`src/logic/ric_defs.svh`:
```
// Overview of operation
// - Two reset sources, power-on and pin low; watchdog reset pulls the pin low.
// - Any reset fetches the vector at 1FFE/1FFF into the program counter.
// - Power-on waits 4096 clocks of oscillator activity before leaving reset.
// - During power-on reset the reset pin is driven low.
// - After the power-on delay, reset persists while the pin is low.
// - Power-on reset only on a rising supply; no reset on a supply drop.
// - Service pushes PC, X, A, CC, then sets the mask; Y is not saved.
// - Return pops the stacked registers; mask clears only if stacked bit was zero.
// - Grant order: trap, pin, capture, compare, overflow, wake; reset above all.
// - Trap is taken regardless of mask; only trap accepted while masked.
// - Masked requests stay pending and are serviced once enabled.
// - Trigger selection changes only while the mask is set.
// - Changing trigger selection drops a pending external request.
// - Edges latch as pending; low-level requests are never latched.
// - External pending latch holds one request and clears at service start.
// - Interrupts are taken only at an instruction boundary.
// - Wired sources: line still low after service raises another request.
// - Falling edge on any enabled wake pin raises the wake interrupt.
// - Resets clear peripherals, set SP to 00FF, timer FFFC, set mask, clear bits.
// - Power-on and halt exit stop the clock 4096 clocks; wait/halt clear the mask.
// - Trigger code: 00 fall+low, fall bit fall, rise bit rise, both both edges.
// - Each source has its own vector; external pin at 1FFA/1FFB.
`ifndef RIC_DEFS_SVH
`define RIC_DEFS_SVH
`define RIC_VEC_RESET 13'h1ffe
`define RIC_VEC_TRAP 13'h1ffc
`define RIC_VEC_EXT 13'h1ffa
`define RIC_VEC_CAP 13'h1ff8
`define RIC_VEC_CMP 13'h1ff6
`define RIC_VEC_OVF 13'h1ff4
`define RIC_VEC_WAKE 13'h1ff0
`define RIC_SP_RESET 8'hff
`define RIC_TMR_RESET 16'hfffc
`define RIC_STARTUP_CYC 4096
`define RIC_RST_MIN_HALF_CYC 3
`define RIC_WATCHDOG_CONTROL_BIT_PULSE_CYC ((`RIC_RST_MIN_HALF_CYC + 1) / 2)
`define RIC_CC_I_BIT 3
`define RIC_MISC_RISE_BIT 6
`define RIC_MISC_FALL_BIT 5
`define RIC_MISC_SM_BIT 1
`define RIC_MISC_WATCHDOG_CONTROL_BIT_BIT 0
`define RIC_PUSH_LAST 3'h4
`define RIC_POP_LAST 3'h6
`define RIC_SYNC_W 10
`define RIC_SYNC_RST 10'h0ff
`endif

```
`src/logic/ric_pkg.sv`:
```
package ric_pkg;
  typedef enum logic [11:0] {
    ST_POR = 12'h001,
    ST_RSTHOLD = 12'h002,
    ST_RUN = 12'h004,
    ST_PUSH = 12'h008,
    ST_FETCH_A = 12'h010,
    ST_FETCH_B = 12'h020,
    ST_FETCH_C = 12'h040,
    ST_FETCH_D = 12'h080,
    ST_POP = 12'h100,
    ST_WAIT = 12'h200,
    ST_HALT = 12'h400,
    ST_WAKE = 12'h800
  } ric_state_t;
  typedef logic [12:0] ric_addr_t;
  typedef logic [7:0] ric_byte_t;
endpackage

```
`src/logic/ric_pin_if.sv`:
```
`timescale 1ns/1ps
interface ric_pin_if #(parameter int W = 10);
  logic [W-1:0] raw;
  logic [W-1:0] clean;
  modport sync_mp (input raw, output clean);
  modport user_mp (output raw, input clean);
endinterface

```
`src/logic/ric_pin_sync.sv`:
```
`timescale 1ns/1ps
module ric_pin_sync #(
  parameter int W = 10,
  parameter logic [W-1:0] RST_VAL = '0
) (
  input wire logic i_core_clk,
  input wire logic i_rst,
  input wire logic i_ce,
  ric_pin_if.sync_mp pins
);
  genvar g;
  generate
    for (g = 0; g < W; g++)
    begin : g_bit
      logic s1_r, s2_r, s3_r, out_r;
      // Three stages; only the agreeing later pair updates the output
      always_ff @(posedge i_core_clk)
      begin
        if (i_rst)
        begin
          s1_r <= RST_VAL[g];
          s2_r <= RST_VAL[g];
          s3_r <= RST_VAL[g];
          out_r <= RST_VAL[g];
        end
        else if (i_ce)
        begin
          s1_r <= pins.raw[g];
          s2_r <= s1_r;
          s3_r <= s2_r;
          if (s2_r == s3_r)
            out_r <= s3_r;
        end
      end
      assign pins.clean[g] = out_r;
    end
  endgenerate
endmodule // ric_pin_sync

```
`src/logic/ric_reset_int_ctrl.sv`:
```
`timescale 1ns/1ps
`include "ric_defs.svh"
module ric_reset_int_ctrl #(
  parameter int POR_CYCLES = `RIC_STARTUP_CYC
) (
  input wire logic i_core_clk,
  input wire logic i_rst,
  input wire logic i_ce,
  input wire logic i_supply_ok,
  input wire logic i_osc_active,
  input wire logic i_reset_pin_n,
  output logic o_reset_pin_o,
  output logic o_reset_pin_oe,
  input wire logic i_watchdog_control_bit_expire,
  input wire logic i_ext_int_pin,
  input wire logic [5:0] i_wake_port_pins,
  input wire logic [5:0] i_wake_src_en,
  input wire logic i_tmr_capture,
  input wire logic i_tmr_compare,
  input wire logic i_tmr_overflow,
  input wire logic i_instr_end,
  input wire logic i_trap_exec,
  input wire logic i_return_from_interrupt,
  input wire logic i_wait_exec,
  input wire logic i_halt_exec,
  input wire logic i_mask_wr,
  input wire logic i_mask_val,
  input wire logic i_misc_wr,
  input wire ric_pkg::ric_byte_t i_misc_wdata,
  input wire ric_pkg::ric_addr_t i_pc,
  input wire ric_pkg::ric_byte_t i_x,
  input wire ric_pkg::ric_byte_t i_a,
  input wire logic [4:0] i_cc,
  input wire ric_pkg::ric_byte_t i_mem_rdata,
  output logic o_mem_rd,
  output logic o_mem_wr,
  output ric_pkg::ric_addr_t o_mem_addr,
  output ric_pkg::ric_byte_t o_mem_wdata,
  output logic o_pc_load,
  output logic o_regs_restore,
  output ric_pkg::ric_addr_t o_pc,
  output ric_pkg::ric_byte_t o_x,
  output ric_pkg::ric_byte_t o_a,
  output logic [4:0] o_cc,
  output ric_pkg::ric_byte_t o_sp,
  output logic o_int_mask,
  output logic o_rising_trigger_select,
  output logic o_falling_trigger_select,
  output logic o_slow_clock_bit,
  output logic o_watchdog_control_bit,
  output logic o_sys_reset,
  output logic [15:0] o_timer_preset,
  output logic o_cpu_hold,
  output logic o_clk_stop,
  output logic o_wait_latch,
  output logic o_halt_latch
);
  import ric_pkg::*;
  localparam int CW = $clog2(POR_CYCLES + 1);

  ////////////////////////////////////////////////////////////////////////////
  // Pin synchronisation and edges
  ric_pin_if #(.W(`RIC_SYNC_W)) pins ();
  assign pins.raw = {i_osc_active, i_supply_ok, i_wake_port_pins, i_ext_int_pin, i_reset_pin_n};

  ric_pin_sync #(
    .W(`RIC_SYNC_W),
    .RST_VAL(`RIC_SYNC_RST)
  ) u_sync (
    .i_core_clk(i_core_clk),
    .i_rst(i_rst),
    .i_ce(i_ce),
    .pins(pins)
  );

  logic [9:0] prev_r;
  logic pin_hi, osc_on, sup_rise, ext_fall, ext_rise, ext_edge, ext_req, wake_set;
  logic [5:0] wake_fall;
  logic [1:0] trig;
  ric_state_t state_r, state_nxt;
  ric_addr_t base_r, base_nxt, grant_base;
  logic grant_any, in_rst, dly_done, run_end, trig_chg, halt_watchdog_control_bit, svc_start;
  logic [2:0] step_r;
  logic [CW-1:0] dly_cnt_r;
  logic [1:0] watchdog_control_bit_cnt_r;
  logic i_bit_r, ext_pend_r, wake_pend_r;
  logic rise_sel_r, fall_sel_r, sm_r, watchdog_control_bit_r;
  ric_byte_t sp_r, push_data;

  always_ff @(posedge i_core_clk)
  begin
    if (i_rst)
      prev_r <= `RIC_SYNC_RST;
    else if (i_ce)
      prev_r <= pins.clean;
  end

  assign pin_hi = pins.clean[0];
  assign osc_on = pins.clean[9];
  // Only a rising supply starts power-on; a drop is ignored
  assign sup_rise = pins.clean[8] & ~prev_r[8];
  assign ext_fall = prev_r[1] & ~pins.clean[1];
  assign ext_rise = ~prev_r[1] & pins.clean[1];
  assign wake_fall = prev_r[7:2] & ~pins.clean[7:2];
  assign trig = {rise_sel_r, fall_sel_r};

  ////////////////////////////////////////////////////////////////////////////
  // Request qualification
  always_comb
  begin
    ext_edge = 1'b0;
    case (trig)
      2'h0, 2'h1: ext_edge = ext_fall;
      2'h2: ext_edge = ext_rise;
      default: ext_edge = ext_fall | ext_rise;
    endcase
  end

  // Low level asks live and is never latched
  assign ext_req = ext_pend_r | (trig == 2'h0 && !pins.clean[1]);
  assign wake_set = |(wake_fall & i_wake_src_en);

  always_comb
  begin
    grant_any = 1'b1;
    grant_base = `RIC_VEC_RESET;
    if (ext_req)
      grant_base = `RIC_VEC_EXT;
    else if (i_tmr_capture)
      grant_base = `RIC_VEC_CAP;
    else if (i_tmr_compare)
      grant_base = `RIC_VEC_CMP;
    else if (i_tmr_overflow)
      grant_base = `RIC_VEC_OVF;
    else if (wake_pend_r)
      grant_base = `RIC_VEC_WAKE;
    else
      grant_any = 1'b0;
  end

  assign in_rst = state_r == ST_POR || state_r == ST_RSTHOLD;
  assign dly_done = dly_cnt_r == CW'(POR_CYCLES - 1);
  assign run_end = state_r == ST_RUN && i_instr_end;
  assign halt_watchdog_control_bit = run_end && i_halt_exec && watchdog_control_bit_r;
  assign trig_chg = i_misc_wr && i_bit_r &&
    i_misc_wdata[`RIC_MISC_RISE_BIT:`RIC_MISC_FALL_BIT] != trig;
  assign svc_start = state_nxt == ST_PUSH && state_r != ST_PUSH;

  ////////////////////////////////////////////////////////////////////////////
  // Sequencer
  always_comb
  begin
    state_nxt = state_r;
    base_nxt = base_r;
    if (sup_rise)
      state_nxt = ST_POR;
    else if (state_r != ST_POR && !pin_hi)
      state_nxt = ST_RSTHOLD;
    else
    begin
      case (state_r)
        ST_POR:
          if (osc_on && dly_done)
            state_nxt = ST_RSTHOLD;
        ST_RSTHOLD:
        begin
          state_nxt = ST_FETCH_A;
          base_nxt = `RIC_VEC_RESET;
        end
        ST_RUN:
          if (i_instr_end)
          begin
            if (i_trap_exec)
            begin
              state_nxt = ST_PUSH;
              base_nxt = `RIC_VEC_TRAP;
            end
            else if (i_return_from_interrupt)
              state_nxt = ST_POP;
            else if (i_halt_exec && !watchdog_control_bit_r)
              state_nxt = ST_HALT;
            else if (i_wait_exec)
              state_nxt = ST_WAIT;
            else if (!i_bit_r && grant_any)
            begin
              state_nxt = ST_PUSH;
              base_nxt = grant_base;
            end
          end
        ST_WAIT:
          if (!i_bit_r && grant_any)
          begin
            state_nxt = ST_PUSH;
            base_nxt = grant_base;
          end
        ST_HALT:
          if (ext_req || wake_pend_r)
            state_nxt = ST_WAKE;
        ST_WAKE:
          if (dly_done)
          begin
            state_nxt = grant_any ? ST_PUSH : ST_RUN;
            base_nxt = grant_base;
          end
        ST_PUSH:
          if (step_r == `RIC_PUSH_LAST)
            state_nxt = ST_FETCH_A;
        ST_FETCH_A: state_nxt = ST_FETCH_B;
        ST_FETCH_B: state_nxt = ST_FETCH_C;
        ST_FETCH_C: state_nxt = ST_FETCH_D;
        ST_FETCH_D: state_nxt = ST_RUN;
        ST_POP:
          if (step_r == `RIC_POP_LAST)
            state_nxt = ST_RUN;
        default: state_nxt = ST_POR;
      endcase
    end
  end

  always_ff @(posedge i_core_clk)
  begin
    if (i_rst)
    begin
      state_r <= ST_POR;
      base_r <= `RIC_VEC_RESET;
    end
    else if (i_ce)
    begin
      state_r <= state_nxt;
      base_r <= base_nxt;
    end
  end

  always_ff @(posedge i_core_clk)
  begin
    if (i_rst)
      step_r <= 3'h0;
    else if (i_ce)
      step_r <= (state_nxt == state_r) ? step_r + 3'h1 : 3'h0;
  end

  // Clock-stop delay shared by power-on and halt exit
  always_ff @(posedge i_core_clk)
  begin
    if (i_rst)
      dly_cnt_r <= '0;
    else if (i_ce)
    begin
      if (sup_rise || state_nxt != state_r)
        dly_cnt_r <= '0;
      else if ((state_r == ST_POR && osc_on) || state_r == ST_WAKE)
        dly_cnt_r <= dly_cnt_r + CW'(1);
    end
  end

  // Watchdog drives the pin low; the pin then re-enters as a reset
  always_ff @(posedge i_core_clk)
  begin
    if (i_rst)
      watchdog_control_bit_cnt_r <= 2'h0;
    else if (i_ce)
    begin
      if (i_watchdog_control_bit_expire || halt_watchdog_control_bit)
        watchdog_control_bit_cnt_r <= 2'(`RIC_WATCHDOG_CONTROL_BIT_PULSE_CYC);
      else if (watchdog_control_bit_cnt_r != 2'h0)
        watchdog_control_bit_cnt_r <= watchdog_control_bit_cnt_r - 2'h1;
    end
  end

  ////////////////////////////////////////////////////////////////////////////
  // Mask and pending latches
  always_ff @(posedge i_core_clk)
  begin
    if (i_rst)
      i_bit_r <= 1'b1;
    else if (i_ce)
    begin
      if (in_rst)
        i_bit_r <= 1'b1;
      else if (state_nxt == ST_WAIT || state_nxt == ST_HALT)
        i_bit_r <= 1'b0;
      else if (state_r == ST_PUSH && step_r == `RIC_PUSH_LAST)
        i_bit_r <= 1'b1;
      else if (state_r == ST_POP && step_r == 3'h2)
        i_bit_r <= i_mem_rdata[`RIC_CC_I_BIT];
      else if (i_mask_wr)
        i_bit_r <= i_mask_val;
    end
  end

  // Single-entry latch; a fresh edge outranks a clear
  always_ff @(posedge i_core_clk)
  begin
    if (i_rst)
      ext_pend_r <= 1'b0;
    else if (i_ce)
    begin
      if (in_rst)
        ext_pend_r <= 1'b0;
      else if (ext_edge)
        ext_pend_r <= 1'b1;
      else if (trig_chg || (svc_start && base_nxt == `RIC_VEC_EXT))
        ext_pend_r <= 1'b0;
    end
  end

  always_ff @(posedge i_core_clk)
  begin
    if (i_rst)
      wake_pend_r <= 1'b0;
    else if (i_ce)
    begin
      if (in_rst)
        wake_pend_r <= 1'b0;
      else if (wake_set)
        wake_pend_r <= 1'b1;
      else if (svc_start && base_nxt == `RIC_VEC_WAKE)
        wake_pend_r <= 1'b0;
    end
  end

  // Trigger bits locked while unmasked; watchdog bit only set by software
  always_ff @(posedge i_core_clk)
  begin
    if (i_rst || (i_ce && in_rst))
    begin
      rise_sel_r <= 1'b0;
      fall_sel_r <= 1'b0;
      sm_r <= 1'b0;
      watchdog_control_bit_r <= 1'b0;
    end
    else if (i_ce)
    begin
      if (i_misc_wr && i_bit_r)
      begin
        rise_sel_r <= i_misc_wdata[`RIC_MISC_RISE_BIT];
        fall_sel_r <= i_misc_wdata[`RIC_MISC_FALL_BIT];
      end
      if (state_nxt == ST_HALT)
        sm_r <= 1'b0;
      else if (i_misc_wr)
        sm_r <= i_misc_wdata[`RIC_MISC_SM_BIT];
      if (i_misc_wr && i_misc_wdata[`RIC_MISC_WATCHDOG_CONTROL_BIT_BIT])
        watchdog_control_bit_r <= 1'b1;
    end
  end

  ////////////////////////////////////////////////////////////////////////////
  // Stack and vector traffic
  always_comb
  begin
    push_data = {3'h7, i_cc[4], i_bit_r, i_cc[2:0]};
    case (step_r)
      3'h0: push_data = i_pc[7:0];
      3'h1: push_data = {3'h0, i_pc[12:8]};
      3'h2: push_data = i_x;
      3'h3: push_data = i_a;
      default: push_data = {3'h7, i_cc[4], i_bit_r, i_cc[2:0]};
    endcase
  end

  always_ff @(posedge i_core_clk)
  begin
    if (i_rst)
      sp_r <= `RIC_SP_RESET;
    else if (i_ce)
    begin
      if (in_rst)
        sp_r <= `RIC_SP_RESET;
      else if (state_r == ST_PUSH)
        sp_r <= sp_r - 8'h01;
      else if (state_r == ST_POP && step_r < 3'h5)
        sp_r <= sp_r + 8'h01;
    end
  end

  always_ff @(posedge i_core_clk)
  begin
    if (i_rst)
    begin
      o_mem_rd <= 1'b0;
      o_mem_wr <= 1'b0;
      o_mem_addr <= 13'h0000;
      o_mem_wdata <= 8'h00;
    end
    else if (i_ce)
    begin
      o_mem_rd <= 1'b0;
      o_mem_wr <= 1'b0;
      case (state_r)
        ST_PUSH:
        begin
          o_mem_wr <= 1'b1;
          o_mem_addr <= {5'h00, sp_r};
          o_mem_wdata <= push_data;
        end
        ST_FETCH_A:
        begin
          o_mem_rd <= 1'b1;
          o_mem_addr <= base_r;
        end
        ST_FETCH_B:
        begin
          o_mem_rd <= 1'b1;
          o_mem_addr <= base_r | 13'h0001;
        end
        ST_POP:
          if (step_r < 3'h5)
          begin
            o_mem_rd <= 1'b1;
            o_mem_addr <= {5'h00, sp_r + 8'h01};
          end
        default: o_mem_rd <= 1'b0;
      endcase
    end
  end

  // Read data arrives the cycle after the read strobe
  always_ff @(posedge i_core_clk)
  begin
    if (i_rst)
    begin
      o_pc <= `RIC_VEC_RESET;
      o_x <= 8'h00;
      o_a <= 8'h00;
      o_cc <= 5'h08;
      o_pc_load <= 1'b0;
      o_regs_restore <= 1'b0;
    end
    else if (i_ce)
    begin
      o_pc_load <= state_r == ST_FETCH_D;
      o_regs_restore <= state_r == ST_POP && step_r == `RIC_POP_LAST;
      if (state_r == ST_FETCH_C)
        o_pc[12:8] <= i_mem_rdata[4:0];
      if (state_r == ST_FETCH_D)
        o_pc[7:0] <= i_mem_rdata;
      if (state_r == ST_POP)
      begin
        case (step_r)
          3'h2: o_cc <= i_mem_rdata[4:0];
          3'h3: o_a <= i_mem_rdata;
          3'h4: o_x <= i_mem_rdata;
          3'h5: o_pc[12:8] <= i_mem_rdata[4:0];
          3'h6: o_pc[7:0] <= i_mem_rdata;
          default: o_a <= o_a;
        endcase
      end
    end
  end

  ////////////////////////////////////////////////////////////////////////////
  // Outputs
  assign o_reset_pin_o = 1'b0;
  assign o_reset_pin_oe = state_r == ST_POR || watchdog_control_bit_cnt_r != 2'h0;
  assign o_sp = sp_r;
  assign o_int_mask = i_bit_r;
  assign o_rising_trigger_select = rise_sel_r;
  assign o_falling_trigger_select = fall_sel_r;
  assign o_slow_clock_bit = sm_r;
  assign o_watchdog_control_bit = watchdog_control_bit_r;
  assign o_sys_reset = in_rst;
  assign o_timer_preset = `RIC_TMR_RESET;
  assign o_cpu_hold = state_r != ST_RUN;
  assign o_clk_stop = state_r == ST_POR || state_r == ST_HALT || state_r == ST_WAKE;
  assign o_wait_latch = state_r == ST_WAIT;
  assign o_halt_latch = state_r == ST_HALT || state_r == ST_WAKE;

  logic quiet;
  assign quiet = pin_hi && !sup_rise;
endmodule // ric_reset_int_ctrl

```
`config.mk`:
```
export PLATFORM = sky130hd
export DESIGN_NAME = ric_reset_int_ctrl
export DESIGN_NICKNAME = d
export VERILOG_FILES = /design/src/logic/ric_pkg.sv /design/src/logic/ric_pin_if.sv /design/src/logic/ric_pin_sync.sv /design/src/logic/ric_reset_int_ctrl.sv
export VERILOG_INCLUDE_DIRS = /design/src /design/src/logic
export SDC_FILE = /design/constraint.sdc
export NUM_CORES = 1
export LEC_CHECK = 0
export BUFFER_PORTS_ARGS = -buffer_cell sky130_fd_sc_hd__buf_2
export CAP_MARGIN = 30
export CORE_ASPECT_RATIO = 0.9
export CORE_UTILIZATION = 55
export CTS_BUF_LIST = sky130_fd_sc_hd__clkbuf_4
export DETAILED_ROUTE_END_ITERATION = 10
export PLACE_DENSITY = 0.79
export SETUP_SLACK_MARGIN = 0.3
export SYNTH_ARGS = -nofsm -noshare
export SYNTH_HDL_FRONTEND = slang
export SYNTH_HIERARCHICAL = 1
export SYNTH_SLANG_ARGS = --single-unit
```
`constraint.sdc`:
```
create_clock -name i_core_clk -period 3.6 [get_ports i_core_clk]
set_clock_uncertainty 0.15 [all_clocks]
set_input_delay 0.72 -clock i_core_clk [delete_from_list [all_inputs] [get_ports i_core_clk]]
set_output_delay 0.72 -clock i_core_clk [all_outputs]
set_load 0.01 [all_outputs]
```
## Word level (Yosys, flattened, before mapping)

Cells that the tools add are included.
W data, S select, Z words.

- Bits in read-only memories: 0
- Flip-flop bits (word level): 166
- Memory bits (writable): 0
- Output and inout port bits: 95
- Latch bits: 0
- Input bits: 81
- Word-level logic and storage cells: 266
- Memories: 0

- Reduce and logical (&&, ||, !) cells: 74
- Multiply operators: 0
- Divide/modulo/power cells: 0
- Bitwise operators: 11
- $lt $le $gt $ge: 1
- Equality and inequality tests: 43
- Add/sub/neg operators: 5
- Shift-type cells: 0
- Mux-type cells: 68

Operator list:

| operator | number |
|---|---|
| $mux W13 | 13 |
| $mux W12 | 13 |
| $pmux W12 S12 | 1 |
| $pmux W13 S4 | 2 |
| $mux W8 | 5 |
| $reduce_and A2 Y1 | 20 |
| $pmux W8 S4 | 1 |
| $eq A13 B13 Y1 const B | 2 |
| $eq A12 B10 Y1 const B | 2 |
| $eq A12 B11 Y1 const B | 2 |
| $eq A12 B4 Y1 const B | 2 |
| $mux W4 | 6 |
| $logic_and A1 B1 Y1 | 20 |
| $mux W1 | 20 |
| $add A13 B1 Y13 const B | 1 |
| $eq A13 B12 Y1 const B | 1 |
| $and A6 B6 Y6 | 2 |
| $eq A12 B1 Y1 const B | 1 |
| $eq A12 B12 Y1 | 1 |
| $eq A12 B12 Y1 const B | 1 |
| $eq A12 B2 Y1 const B | 1 |
| $eq A12 B3 Y1 const B | 1 |
| $eq A12 B5 Y1 const B | 1 |
| $eq A12 B6 Y1 const B | 1 |
| 39 further kinds | 82 |

## Depth between registers and ports, before layout

Gate-level depths: netlist of run 1.

- Word-level depth: 22
- Mapped depth: 13

## Cells and area by module

The synthesis of run 1 kept the hierarchy.

Modules (own cells, without submodules):

| module | seq. area each (um^2) | cells an instance | area each (um^2) | times used |
|---|---|---|---|---|
| ric_reset_int_ctrl | 2502.4 | 936 | 7418.4 | 1 |
| ric_pin_sync | 800.8 | 171 | 1694.1 | 1 |

## Worst setup path after synthesis of run 1

OpenSTA, ideal clock, no wires.

- Path type: input port to flip-flop
- From: input i_tmr_overflow
- To: register dly_cnt_r[6]
- Buffers on the path: 1
- Cell stages on the path: 10
- Arrival time: 2.850 ns
- Data required time: 3.392 ns
- Setup slack: 0.542 ns
- Cell sequence: nor3_2 and3_1 clkbuf_1 a211oi_1 or4_1 o211ai_1 and3_1 nand3_2 a21o_4 o21ba_1

- Word-level cells in the longest chain between the ends: 18
- Elaborated cells between the ends (all ways): 21

RTL lines:

| element | line | text |
|---|---|---|
| from (decl) | ric_reset_int_ctrl.sv:20 | `input wire logic i_tmr_overflow,` |
| $mux W1 * | ric_reset_int_ctrl.sv:133 | `else if (i_tmr_overflow)` |
| $mux W1 * | ric_reset_int_ctrl.sv:131 | `else if (i_tmr_compare)` |
| $mux W1 * | ric_reset_int_ctrl.sv:129 | `else if (i_tmr_capture)` |
| $mux W1 * | ric_reset_int_ctrl.sv:127 | `if (ext_req)` |
| $logic_and A1 B1 Y1 | ric_reset_int_ctrl.sv:184, ric_reset_int_ctrl.sv:191 |  |
| $mux W12 | ric_reset_int_ctrl.sv:184, ric_reset_int_ctrl.sv:191 |  |
| $mux W12 | ric_reset_int_ctrl.sv:182 | `else if (i_wait_exec)` |
| $mux W12 | ric_reset_int_ctrl.sv:180 | `else if (i_halt_exec && !watchdog_control_bit_r)` |
| [... 2 more ...] | -- |  |
| $mux W12 | ric_reset_int_ctrl.sv:171 | `if (i_instr_end)` |
| $pmux W12 S12 * | ric_reset_int_ctrl.sv:161 | `case (state_r)` |
| $mux W12 * | ric_reset_int_ctrl.sv:157 | `else if (state_r != ST_POR && !pin_hi)` |
| $mux W12 * | ric_reset_int_ctrl.sv:155 | `if (sup_rise)` |
| $ne A12 B12 Y1 * | ric_reset_int_ctrl.sv:249 | `if (sup_rise \|\| state_nxt != state_r)` |
| $logic_or A1 B1 Y1 * | ric_reset_int_ctrl.sv:249 |  |
| $reduce_bool A2 Y1 (no line) | -- |  |
| $reduce_and A2 Y1 (no line) | -- |  |
| to (signal assigned) | ric_reset_int_ctrl.sv:252 | `dly_cnt_r <= dly_cnt_r + CW'(1);` |
| to (decl) | ric_reset_int_ctrl.sv:84 | `logic [CW-1:0] dly_cnt_r;` |

Every way passes the cells marked *; elsewhere a longest branch is shown, timed or not.
A chain may end at the register's enable or synchronous reset.

## Worst setup path in the final report of run 1

- From: register state_r[9]
- To: output o_sys_reset

- Word-level cells in the longest chain between the ends: 2
- Elaborated cells between the ends (all ways): 3

RTL lines:

| element | line | text |
|---|---|---|
| from (decl) | ric_reset_int_ctrl.sv:80 | `ric_state_t state_r, state_nxt;` |
| from (signal assigned) | ric_reset_int_ctrl.sv:229 | `state_r <= state_nxt;` |
| $eq A12 B1 Y1 or $eq A12 B2 Y1 (tied branches) | ric_reset_int_ctrl.sv:141 | `assign in_rst = state_r == ST_POR \|\| state_r == ST_RSTHOLD;` |
| $logic_or A1 B1 Y1 * | ric_reset_int_ctrl.sv:141 |  |
| to (decl) | ric_reset_int_ctrl.sv:51 | `output logic o_sys_reset,` |

Marks and branches as above.

==> impl_metrics.csv, run 1 <==
group,metric,value,unit
logic_synthesis,syn-cell-area,9110,um^2
final_layout,final_cell_count_no_fill,1466,
logic_synthesis,ys_dominant_reg_cell,"dfxtp_1",
detailed_routing,post_drt_via_cell_ratio,5.95,
clock_network,post_cts_hold_buffer_count,0,
critical_path,worstSetupStartpointType,"flop",
final_layout,flow.area_growth_from_synthesis,13.1,%
logic_synthesis,synth-seq-area-share,36.2,%
sta,hold_ws,0.167,ns
detailed_routing,detail_route.wl_per_cell,16.8,um
critical_path,critical_path.endpoint_type,"output pin",
clock_network,cts_max_level,4,
detailed_routing,first_pass_iters,7,
die,boundaryPins,176,
grt,number_of_antenna_violations_at_the_first_check_in_global_routing,3,
critical_path,crit_path_max_fanout,12,
clock_network,clkTransAtPathRegs,0.15,ns
critical_path,worstPathRequired,2.73,ns
logic_synthesis,ys_warn_count,6,
run_status,status,"complete, no violations",
critical_path,critical-path-top-delay-family,"buffers and inverters",
detailed_routing,antenna_violating_nets_post_route,0,
placement,preCtsSetupSlack,0.172,ns
clock_network,cts_inserted_buffers,17,
logic_synthesis,ys_async_sr_fraction,0,%
detailed_routing,detailedRoute.firstIterationViolations,790,
final_layout,nNetsFinal,1338,
logic_synthesis,syn_area_per_cell,8.23,um^2
sta,finalMaxSlewViolations,0,
placement,io_buffers,153,
grt,grt_remaining_overflow,0,
critical_path,startpoint,"state_r[9]",
logic_synthesis,synth_enable_flop_cells,0,
detailed_routing,route.met2.wl,11100,um
die,core,16200,um^2
die,die_y,124,um
clock_network,cts.sink_count,165,
critical_path,crit-reg2reg-launch,"state_r[9]",
critical_path,timing.critical_path.cells,"nor4_4 > buf_4 > nand4_1 > clkinv_1 > buf_2",
grt,largest_net_degree_at_the_start_of_global_routing,115,
final_layout,layout-drive-gt1-share,23.2,%
sta,fmaxAchievable,0.311,GHz
sta,setup_total_negative_slack,0,ns
sta,final.setup.worst_slack,0.388,ns
pwr,p_leak,0.00432,uW
grt,globalRouteTotalUtil,28.9,%
critical_path,worstPathArrival,2.34,ns
sta,grt_setup_unrepaired,"yes",
critical_path,timing.critical_path.buf_inv,3,
sta,worst_case_headroom_to_the_max_slew_limit,50.8,%
critical_path,slowest_delay,0.42,ns
critical_path,critical_path.endpoint,"o_sys_reset",
clock_network,clk_root_buffer_cell,"clkbuf_4",
die,initial_core_util,56.3,%
placement,placed_cells,1429,
die,floorplan.die_area,17100,um^2
detailed_routing,highest-signal-layer,"met5",
critical_path,register_to_register_setup_slack,0.45,ns
clock_network,tritoncts_clock_tree,"yes",
detailed_routing,met3_length,2130,um
sta,min_period_over_period,89.2,%
detailed_routing,detail_route.wirelength.met1,11100,um
detailed_routing,remaining_drc_errors,0,
die,chipWidth,138,um
logic_synthesis,post_synth_num_cell_types,98,
critical_path,slowest_cell_on_crit_path,"dfxtp_1",
final_layout,nFillCells,1468,
sta,slew_worst_pin,0.737,ns
pwr,maximum_vdd_ir_drop,0.255,mV
critical_path,rr_endpoint,"dly_cnt_r[7]",
sta,timing.final.hold_violations,0,
grt,grt_pass1_wl,38300,um
clock_network,cts_max_path_buffers,2,
critical_path,critPathKind,"reg -> out",
placement,post_detail_place_hpwl,17600,um
sta,final_period_minus_worst_setup_slack,3.21,ns
logic_synthesis,syn-instance-count,1107,
logic_synthesis,postSynthRegisterBits,165,
critical_path,worst_r2r_path_depth,11,
grt,grt_pass1_vias,7511,
placement,gp_congestion,0.977,
sta,setup_viol,0,
detailed_routing,dr_total_vias,8720,
worst_hold_path,class_of_the_tightest_hold_or_removal_check,"in -> reg",
job,maxCapViolations,0,
die,placementRows,44,
clock_network,insertion_delay,0.60,ns
pwr,pwr_density_cell,324,nW/um^2
pwr,fin_total_pwr,3340,uW
critical_path,number_of_gates_on_the_worst_path_with_buffers_counted,5,
detailed_routing,drt-total-wl,24600,um
through the flow:
| step | utilization (%) | cell area (um^2) |
|---|---|---|
| 2_1_floorplan | - | 9170 |
| 3_3_place_gp | 61.1 | 9890 |
| 3_5_place_dp | 61.1 | 9890 |
| 4_1_cts | 63.2 | 10200 |
| 5_1_grt | 63.7 | 10300 |
| 6_report | 63.7 | 10300 |
cells in the final DEF (no fill, tap or decap), drive strengths merged, types with 5 or more instances in the layout:
master   count
a211o       19
a211oi      23
a21oi       76
a221oi       9
a22o         5
a311oi      16
a31oi       11
a32oi        5
and2         6
and2b        6
and3        14
buf        200
clkbuf      17
clkinv       6
conb        17
dfxtp      165
ha          11
inv         49
mux2i       30
nand2      138
nand2b       8
nand3       33
nand3b       6
nand4       23
nor2       107
nor2b       20
nor3        28
nor4        11
nor4b        5
o2111ai      5
o211ai      17
o21a         6
o21ai       68
or3         13
or4          6
xnor2        9
worst min-delay path by stage:
stage,start,endpoint,slack (ns),cells past startpoint
6_report,i_wake_port_pins[2],u_sync/g_bit[4].s1_r,0.17,2
5_1_grt,i_wake_port_pins[2],u_sync/g_bit[4].s1_r,0.12,2
4_1_cts,i_wake_port_pins[4],u_sync/g_bit[6].s1_r,0.14,2
3_5_place_dp,base_r[10],base_r[10],0.28,1
3_3_place_gp,base_r[12],base_r[12],0.28,1
2_1_floorplan,base_r[10],base_r[10],0.27,1
per-layer routing:
| metal | up-vias | GRT usage (%) |
|---|---|---|
| met5 | - | 0 |
| met4 | 2 | 7.35 |
| met3 | 45 | 8.38 |
| met2 | 337 | 44.1 |
| met1 | 4092 | 39.6 |
| li1 | 4244 | - |
final cells by class:
class	count	area [um^2]	area share [%]
inverters	45	169	1.64
diodes	1	2.50	0.0243
repair buffers	200	1140	11.1
well taps	207	259	2.51
clock buffers	17	128	1.24
multi-input cells	817	5130	49.8
flip-flops and latches	165	3310	32.1
clock inverters	14	169	1.64
logic make-up (layout without fill, tap and decap cells):
family                   count (synthesis)  in the layout  synth area share, %
AO/OA/AOI/OAI                          303            303                 23.7
flip-flops                             165            165                 36.2
adder cells (fa/ha/maj)                 11             11                 1.51
XOR/XNOR                                13             13                 1.25
other                                    2             18               0.0824
buffers and inverters                  140            276                 8.84
AND/OR/NAND/NOR                        443            443                 25.0
multiplexers                            30             30                 3.30
power by group:
group | total [uW] | switching [uW] | internal [uW]
Sequential | 1890 | 26.5 | 1860
Clock | 1160 | 729 | 431
Combinational | 294 | 176 | 118
state kept, by name (all words and copies together) (netlist names), 2 cells and up:
| signal | cells |
|---|---|
| o_sp | 8 |
| u_sync/g_bit.s1_r | 10 |
| o_a | 8 |
| prev_r | 8 |
| o_x | 8 |
| o_pc | 13 |
| o_cc | 5 |
| o_mem_wdata | 8 |
| o_mem_addr | 13 |
| u_sync/g_bit.out_r | 10 |
| dly_cnt_r | 13 |
| u_sync/g_bit.s2_r | 10 |
| state_r | 12 |
| step_r | 3 |
| base_r | 13 |
| watchdog_control_bit_cnt_r | 2 |
| u_sync/g_bit.s3_r | 10 |
worst register-to-register path, stage by stage (launching register included):
cell,delay [ns]
dfxtp_1,0.42
nor4_4,0.34
buf_4,0.26
and3_4,0.24
inv_2,0.10
o31ai_2,0.34
nor3_1,0.10
o211ai_1,0.22
and3_1,0.28
nand3_2,0.16
a21o_4,0.30
o21ba_1,0.22
synth_stat cells (all sizes together) (6+ instances only):
library cell | count | area [um^2]
a211o | 19 | 166
a211oi | 23 | 203
a21oi | 76 | 388
a221oi | 9 | 78.8
a311oi | 16 | 153
a31oi | 11 | 90.1
and2 | 6 | 37.5
and2b | 6 | 45.0
and3 | 14 | 92.6
buf | 57 | 469
clkbuf | 37 | 159
dfxtp | 165 | 3300
ha | 11 | 138
inv | 43 | 161
mux2i | 30 | 300
nand2 | 138 | 518
nand2b | 8 | 50.1
nand3 | 33 | 180
nand3b | 6 | 45.0
nand4 | 23 | 150
nor2 | 107 | 409
nor2b | 20 | 125
nor3 | 28 | 145
nor4 | 11 | 114
o211ai | 17 | 128
o21a | 6 | 45.0
o21ai | 68 | 352
or3 | 13 | 81.3
or4 | 6 | 50.1
xnor2 | 9 | 78.8
timing repair:
item                                   4_1_cts  5_1_grt
setup endpoints to repair                   12       21
pin swaps                                    1        2
endpoints found under the hold margin        0        0
resized for setup                            3       16
buffers inserted                             3        2
Note: power is estimated with default switching activity, not from simulation.
==> run 2, diff against run 1 <==
--- a/config.mk
+++ b/config.mk
@@ -18,3 +18,4 @@
 export SYNTH_HDL_FRONTEND = slang
 export SYNTH_HIERARCHICAL = 1
 export SYNTH_SLANG_ARGS = --single-unit
+export TNS_END_PERCENT = 30
==> constraint.sdc (replaced) <==
create_clock -name i_core_clk -period 3.1 [get_ports i_core_clk]
set_clock_uncertainty 0.15 [all_clocks]
set_input_delay 0.62 -clock i_core_clk [delete_from_list [all_inputs] [get_ports i_core_clk]]
set_output_delay 0.62 -clock i_core_clk [all_outputs]
set_load 0.01 [all_outputs]
==> impl_metrics.csv, run 2 (synthesis results as in run 1) <==
group,metric,value,unit
final_layout,nNetsFinal,1413,
final_layout,commonest_cells_after_routing_fill_and_taps_aside,"dfxtp_1 (151), buf_2 (151), nand2_1 (138), buf_4 (111), nor2_1 (105)",
final_layout,flow.area_growth_from_synthesis,22.7,%
die,boundaryPins,176,
grt,grt.met2_usage,49.0,%
critical_path,slowest_delay,0.40,ns
clock_network,cts_max_path_buffers,2,
critical_path,timing.critical_path.cells,"nor4_4 > buf_12 > buf_4 > nand3_2 > buf_4 > nand2_1 > buf_2",
clock_network,clkTransAtPathRegs,0.18,ns
pwr,maximum_vdd_ir_drop,0.353,mV
grt,number_of_antenna_violations_at_the_first_check_in_global_routing,1,
critical_path,startpoint,"state_r[8]",
critical_path,worstPathArrival,2.27,ns
sta,hold_ws,0.0474,ns
detailed_routing,antenna_violating_nets_post_route,0,
die,core,16200,um^2
clock_network,clk_root_buffer_cell,"clkbuf_4",
die,floorplan.die_area,17100,um^2
detailed_routing,detail_route.wl_per_cell,17.5,um
detailed_routing,remaining_drc_errors,0,
placement,post_detail_place_hpwl,18900,um
sta,worst_case_headroom_to_the_max_slew_limit,48.9,%
clock_network,cts.sink_count,165,
worst_hold_path,startpoint_of_the_most_critical_hold_path,"i_wake_port_pins[0]",
grt,grtUsageMet3,8.10,%
grt,grt_pass1_vias,8072,
pwr,pwr_density_cell,349,nW/um^2
clock_network,tritoncts_clock_tree,"yes",
final_layout,final_cell_count_no_fill,1542,
placement,placed_cells,1478,
critical_path,crit_path_max_fanout,8,
critical_path,slowest_cell_on_crit_path,"dfxtp_4",
critical_path,worst_path_most_repeated_cell,"buf_4",
detailed_routing,drt-total-wl,27000,um
critical_path,critical_path.endpoint_type,"output pin",
grt,grt_remaining_overflow,0,
run_status,status,"complete, no violations",
die,placementRows,44,
sta,final_period_minus_worst_setup_slack,3.04,ns
detailed_routing,post_drt_via_cell_ratio,6.04,
placement,gp_congestion,0.950,
clock_network,cts_inserted_buffers,17,
sta,grt_setup_unrepaired,"yes",
job,maxCapViolations,0,
grt,grt-busiest-layer,"met2",
critical_path,critPathKind,"reg -> out",
final_layout,layout-drive-gt1-share,30.1,%
detailed_routing,detailedRoute.firstIterationViolations,860,
die,die_y,124,um
clock_network,insertion_delay,0.60,ns
critical_path,crit-reg2reg-launch,"state_r[8]",
placement,io_buffers,153,
die,chipWidth,138,um
critical_path,worstPathRequired,2.33,ns
detailed_routing,first_pass_iters,7,
grt,grt_pass1_wl,41000,um
sta,finalMaxSlewViolations,0,
worst_hold_path,class_of_the_tightest_hold_or_removal_check,"in -> reg",
grt,largest_net_degree_at_the_start_of_global_routing,115,
sta,slew_worst_pin,0.765,ns
sta,setup_viol,0,
sta,min_period_over_period,98.1,%
sta,timing.final.hold_violations,0,
critical_path,worstSetupStartpointType,"flop",
die,initial_core_util,56.3,%
detailed_routing,dr_total_vias,9313,
sta,fmaxAchievable,0.329,GHz
pwr,p_leak,0.00478,uW
grt,met1_usage_in_global_routing,41.3,%
clock_network,cts_max_level,4,
grt,globalRouteTotalUtil,30.9,%
## run 2: final timing paths
path | slack, ns | end | cells after the start
hold / removal | 0.05 | u_sync/g_bit[2].s1_r | 2
setup reg to reg | 0.14 | dly_cnt_r[8] | 11
hold reg to reg | 0.31 | o_mem_addr[12] | 2
setup / recovery | 0.06 | o_reset_pin_oe | 7
## run 2: report_power, final
part | total (uW) | internal [uW] | switching, uW | leakage, uW
Combinational | 365 | 149 | 216 | 0.00327
Sequential | 2180 | 2150 | 29.8 | 0.00135
Clock | 1350 | 400 | 954 | 0.000165
Total | 3900 | 2700 | 1200 | 0.00478
## run 2: repair_timing
action	in CTS	in global routing
hold buffers	0	0
gates resized for setup	17	66
cloned	2	2
endpoints found under the hold margin	0	0
setup endpoints to repair	25	47
pin swaps	3	26
setup buffers	3	24
## run 2: final cells by class
class / count / area (um^2)
repair buffers: 272 / 1750
flip-flops and latches: 165 / 3330
fillers: 1356 / 5000
inverters: 45 / 173
diodes: 1 / 2.50
clock buffers: 18 / 135
clock inverters: 14 / 178
well taps: 207 / 259
multi-input cells: 820 / 5360
## run 2: metal layers
| metal | routed length, um | up-vias |
|---|---|---|
| met3 | 2360 | 45 |
| li1 | - | 4417 |
| met5 | 0 | - |
| met4 | 436 | 0 |
| met2 | 12600 | 425 |
| met1 | 11600 | 4426 |
## run 2: worst max-delay path, delay by kind of cell, from the launching register on
kind	cells	cell delay, ns
buffers and inverters	4	0.66
DFF	1	0.40
and+or+nand+nor	3	0.60
## run 2: through the flow
stage,setup WS (ns),TNS (ns),total power (uW),instance area (um^2),util [%]
after global placement,-0.0192,-0.0604,2580,10300,63.6
after detailed placement,-0.0843,-0.470,2580,10300,63.6
final,0.0597,0,3900,11200,69.1
after global routing,0.00274,0,4060,11200,69.1
after CTS,0.125,0,3920,10700,66.4
after floorplan,0.304,0,2480,9190,-
==> run 3, diff against run 2 <==
--- a/config.mk
+++ b/config.mk
@@ -12,7 +12,8 @@
 export CORE_UTILIZATION = 55
 export CTS_BUF_LIST = sky130_fd_sc_hd__clkbuf_4
 export DETAILED_ROUTE_END_ITERATION = 10
-export PLACE_DENSITY = 0.79
+export PLACE_DENSITY_LB_ADDON = 0.1
+export RECOVER_POWER = 100
 export SETUP_SLACK_MARGIN = 0.3
 export SYNTH_ARGS = -nofsm -noshare
 export SYNTH_HDL_FRONTEND = slang
==> impl_metrics.csv, run 3 (synthesis results as in run 1) <==
group,metric,value,unit
critical_path,slowest_delay,0.54,ns
detailed_routing,detail_route.wirelength.met1,11900,um
placement,gp_congestion,0.991,
critical_path,timing.critical_path.buf_inv,1,
clock_network,clkTransAtPathRegs,0.17,ns
detailed_routing,first_pass_iters,5,
pwr,p_leak,0.00455,uW
worst_hold_path,class_of_the_tightest_hold_or_removal_check,"in -> reg",
detailed_routing,highest-signal-layer,"met4",
final_layout,antenna_cells_inserted,0,
detailed_routing,met3_length,1930,um
detailed_routing,drt-total-wl,26500,um
sta,setup_viol,0,
detailed_routing,detailedRoute.firstIterationViolations,635,
die,initial_core_util,56.3,%
final_layout,nNetsFinal,1428,
die,chipWidth,138,um
sta,grt_setup_unrepaired,"yes",
grt,grt_remaining_overflow,0,
final_layout,commonest_cells_after_routing_fill_and_taps_aside,"dfxtp_1 (157), nand2_1 (136), buf_4 (111), nor2_1 (104), clkbuf_1 (83)",
critical_path,worstSetupStartpointType,"flop",
critical_path,crit_path_max_fanout,5,
critical_path,worstPathArrival,3.37,ns
placement,preCtsSetupSlack,-0.0811,ns
die,placementRows,44,
final_layout,final_design_area_no_fill,11100,um^2
grt,largest_net_degree_at_the_start_of_global_routing,116,
detailed_routing,detail_route.wl_per_cell,17.1,um
critical_path,timing.critical_path.cells,"nand4_1 > nor4_2 > buf_4 > a211oi_2 > or4_1 > o211ai_1 > o2111a_2 > a31oi_4 > and3b_1 > o21ba_1",
die,core,16200,um^2
placement,placed_cell_area,10400,um^2
critical_path,slowest_cell_on_crit_path,"or4_1",
critical_path,worstPathRequired,3.46,ns
grt,globalRouteTotalUtil,31.1,%
sta,finalMaxSlewViolations,0,
pwr,maximum_vdd_ir_drop,0.343,mV
critical_path,critical_path.endpoint_type,"flop",
final_layout,leading_cell_type_in_the_layout_fill_and_taps_excluded,"dfxtp_1",
clock_network,cts.sink_count,165,
pwr,pwr_density_cell,345,nW/um^2
sta,final_period_minus_worst_setup_slack,3.01,ns
clock_network,clk_root_buffer_cell,"clkbuf_4",
detailed_routing,remaining_drc_errors,0,
grt,grt_pass1_wl,41100,um
clock_network,tritoncts_clock_tree,"yes",
grt,grt_pass1_vias,8025,
placement,post_detail_place_hpwl,18800,um
die,floorplan.die_area,17100,um^2
clock_network,post_cts_hold_buffer_count,0,
detailed_routing,post_drt_via_cell_ratio,5.89,
final_layout,nFillCells,1471,
clock_network,cts_inserted_buffers,17,
run_status,status,"complete, no violations",
final_layout,layout-drive-gt1-share,24.0,%
placement,io_buffers,153,
clock_network,insertion_delay,0.59,ns
sta,fmaxAchievable,0.332,GHz
final_layout,final_cell_count_no_fill,1555,
die,die_y,124,um
sta,slew_worst_pin,0.990,ns
detailed_routing,dr_total_vias,9155,
clock_network,cts_max_path_buffers,2,
sta,final.setup.worst_slack,0.0884,ns
critical_path,critPathKind,"reg -> reg",
detailed_routing,route.met2.wl,12200,um
clock_network,cts_max_level,4,
sta,timing.final.hold_violations,0,
critical_path,critical-path-top-delay-family,"simple AND/OR/NAND/NOR gates",
final_layout,flow.area_growth_from_synthesis,21.8,%
job,maxCapViolations,0,
detailed_routing,antenna_violating_nets_post_route,0,
placement,placed_cells,1489,
sta,worst_case_headroom_to_the_max_slew_limit,33.7,%
grt,number_of_antenna_violations_at_the_first_check_in_global_routing,0,
sta,min_period_over_period,97.1,%
die,boundaryPins,176,
[run 3: final cells by class]
class	count	area [um^2]	share of cell area, %
Tap cell	207	259	2.33
Sequential cell	165	3320	29.9
Clock inverter	14	160	1.44
Timing Repair Buffer	288	1750	15.8
Clock buffer	17	128	1.15
Inverter	45	169	1.52
Multi-Input combinational cell	819	5310	47.9
[run 3: path summary, 6_finish.rpt]
path / from / slack [ns] / cells after the start / end
worst max register to register: dly_cnt_r[6] / 0.09 / 10 / dly_cnt_r[6]
worst max-delay path: dly_cnt_r[6] / 0.09 / 10 / dly_cnt_r[6]
worst min register to register: o_mem_addr[11] / 0.31 / 2 / o_mem_addr[11]
worst min-delay path: i_wake_port_pins[2] / 0.07 / 2 / u_sync/g_bit[4].s1_r
[run 3: through the flow]
stage	total power [uW]	hold slack [ns]	TNS [ns]	util, %
2_1_floorplan	2480	0.265	0	-
3_3_place_gp	2580	0.278	0	64.1
3_5_place_dp	2580	0.279	-0.608	64.1
4_1_cts	3850	0.0314	0	68.2
5_1_grt	3980	0.00606	-0.144	68.6
6_report	3830	0.0718	0	68.6
[run 3: power by group]
part	internal [uW]	leakage, uW	switching (uW)
Sequential	2160	0.00134	29.7
Combinational	147	0.00306	215
Clock	371	0.000148	913
Total	2670	0.00455	1160
[run 3: metal layers]
metal / vias up / global-route usage (%)
li1: 4443 / -
met1: 4340 / 40.7
met2: 329 / 50.1
met3: 43 / 7.81
met4: 0 / 9.68
met5: - / 0
[run 3: repair_timing]
item | CTS | global route
cloned | 3 | 0
hold endpoints to repair | 0 | 0
pin swaps | 19 | 26
gates resized for setup | 48 | 27
setup buffers | 21 | 11
endpoints found under the setup margin | 25 | 37
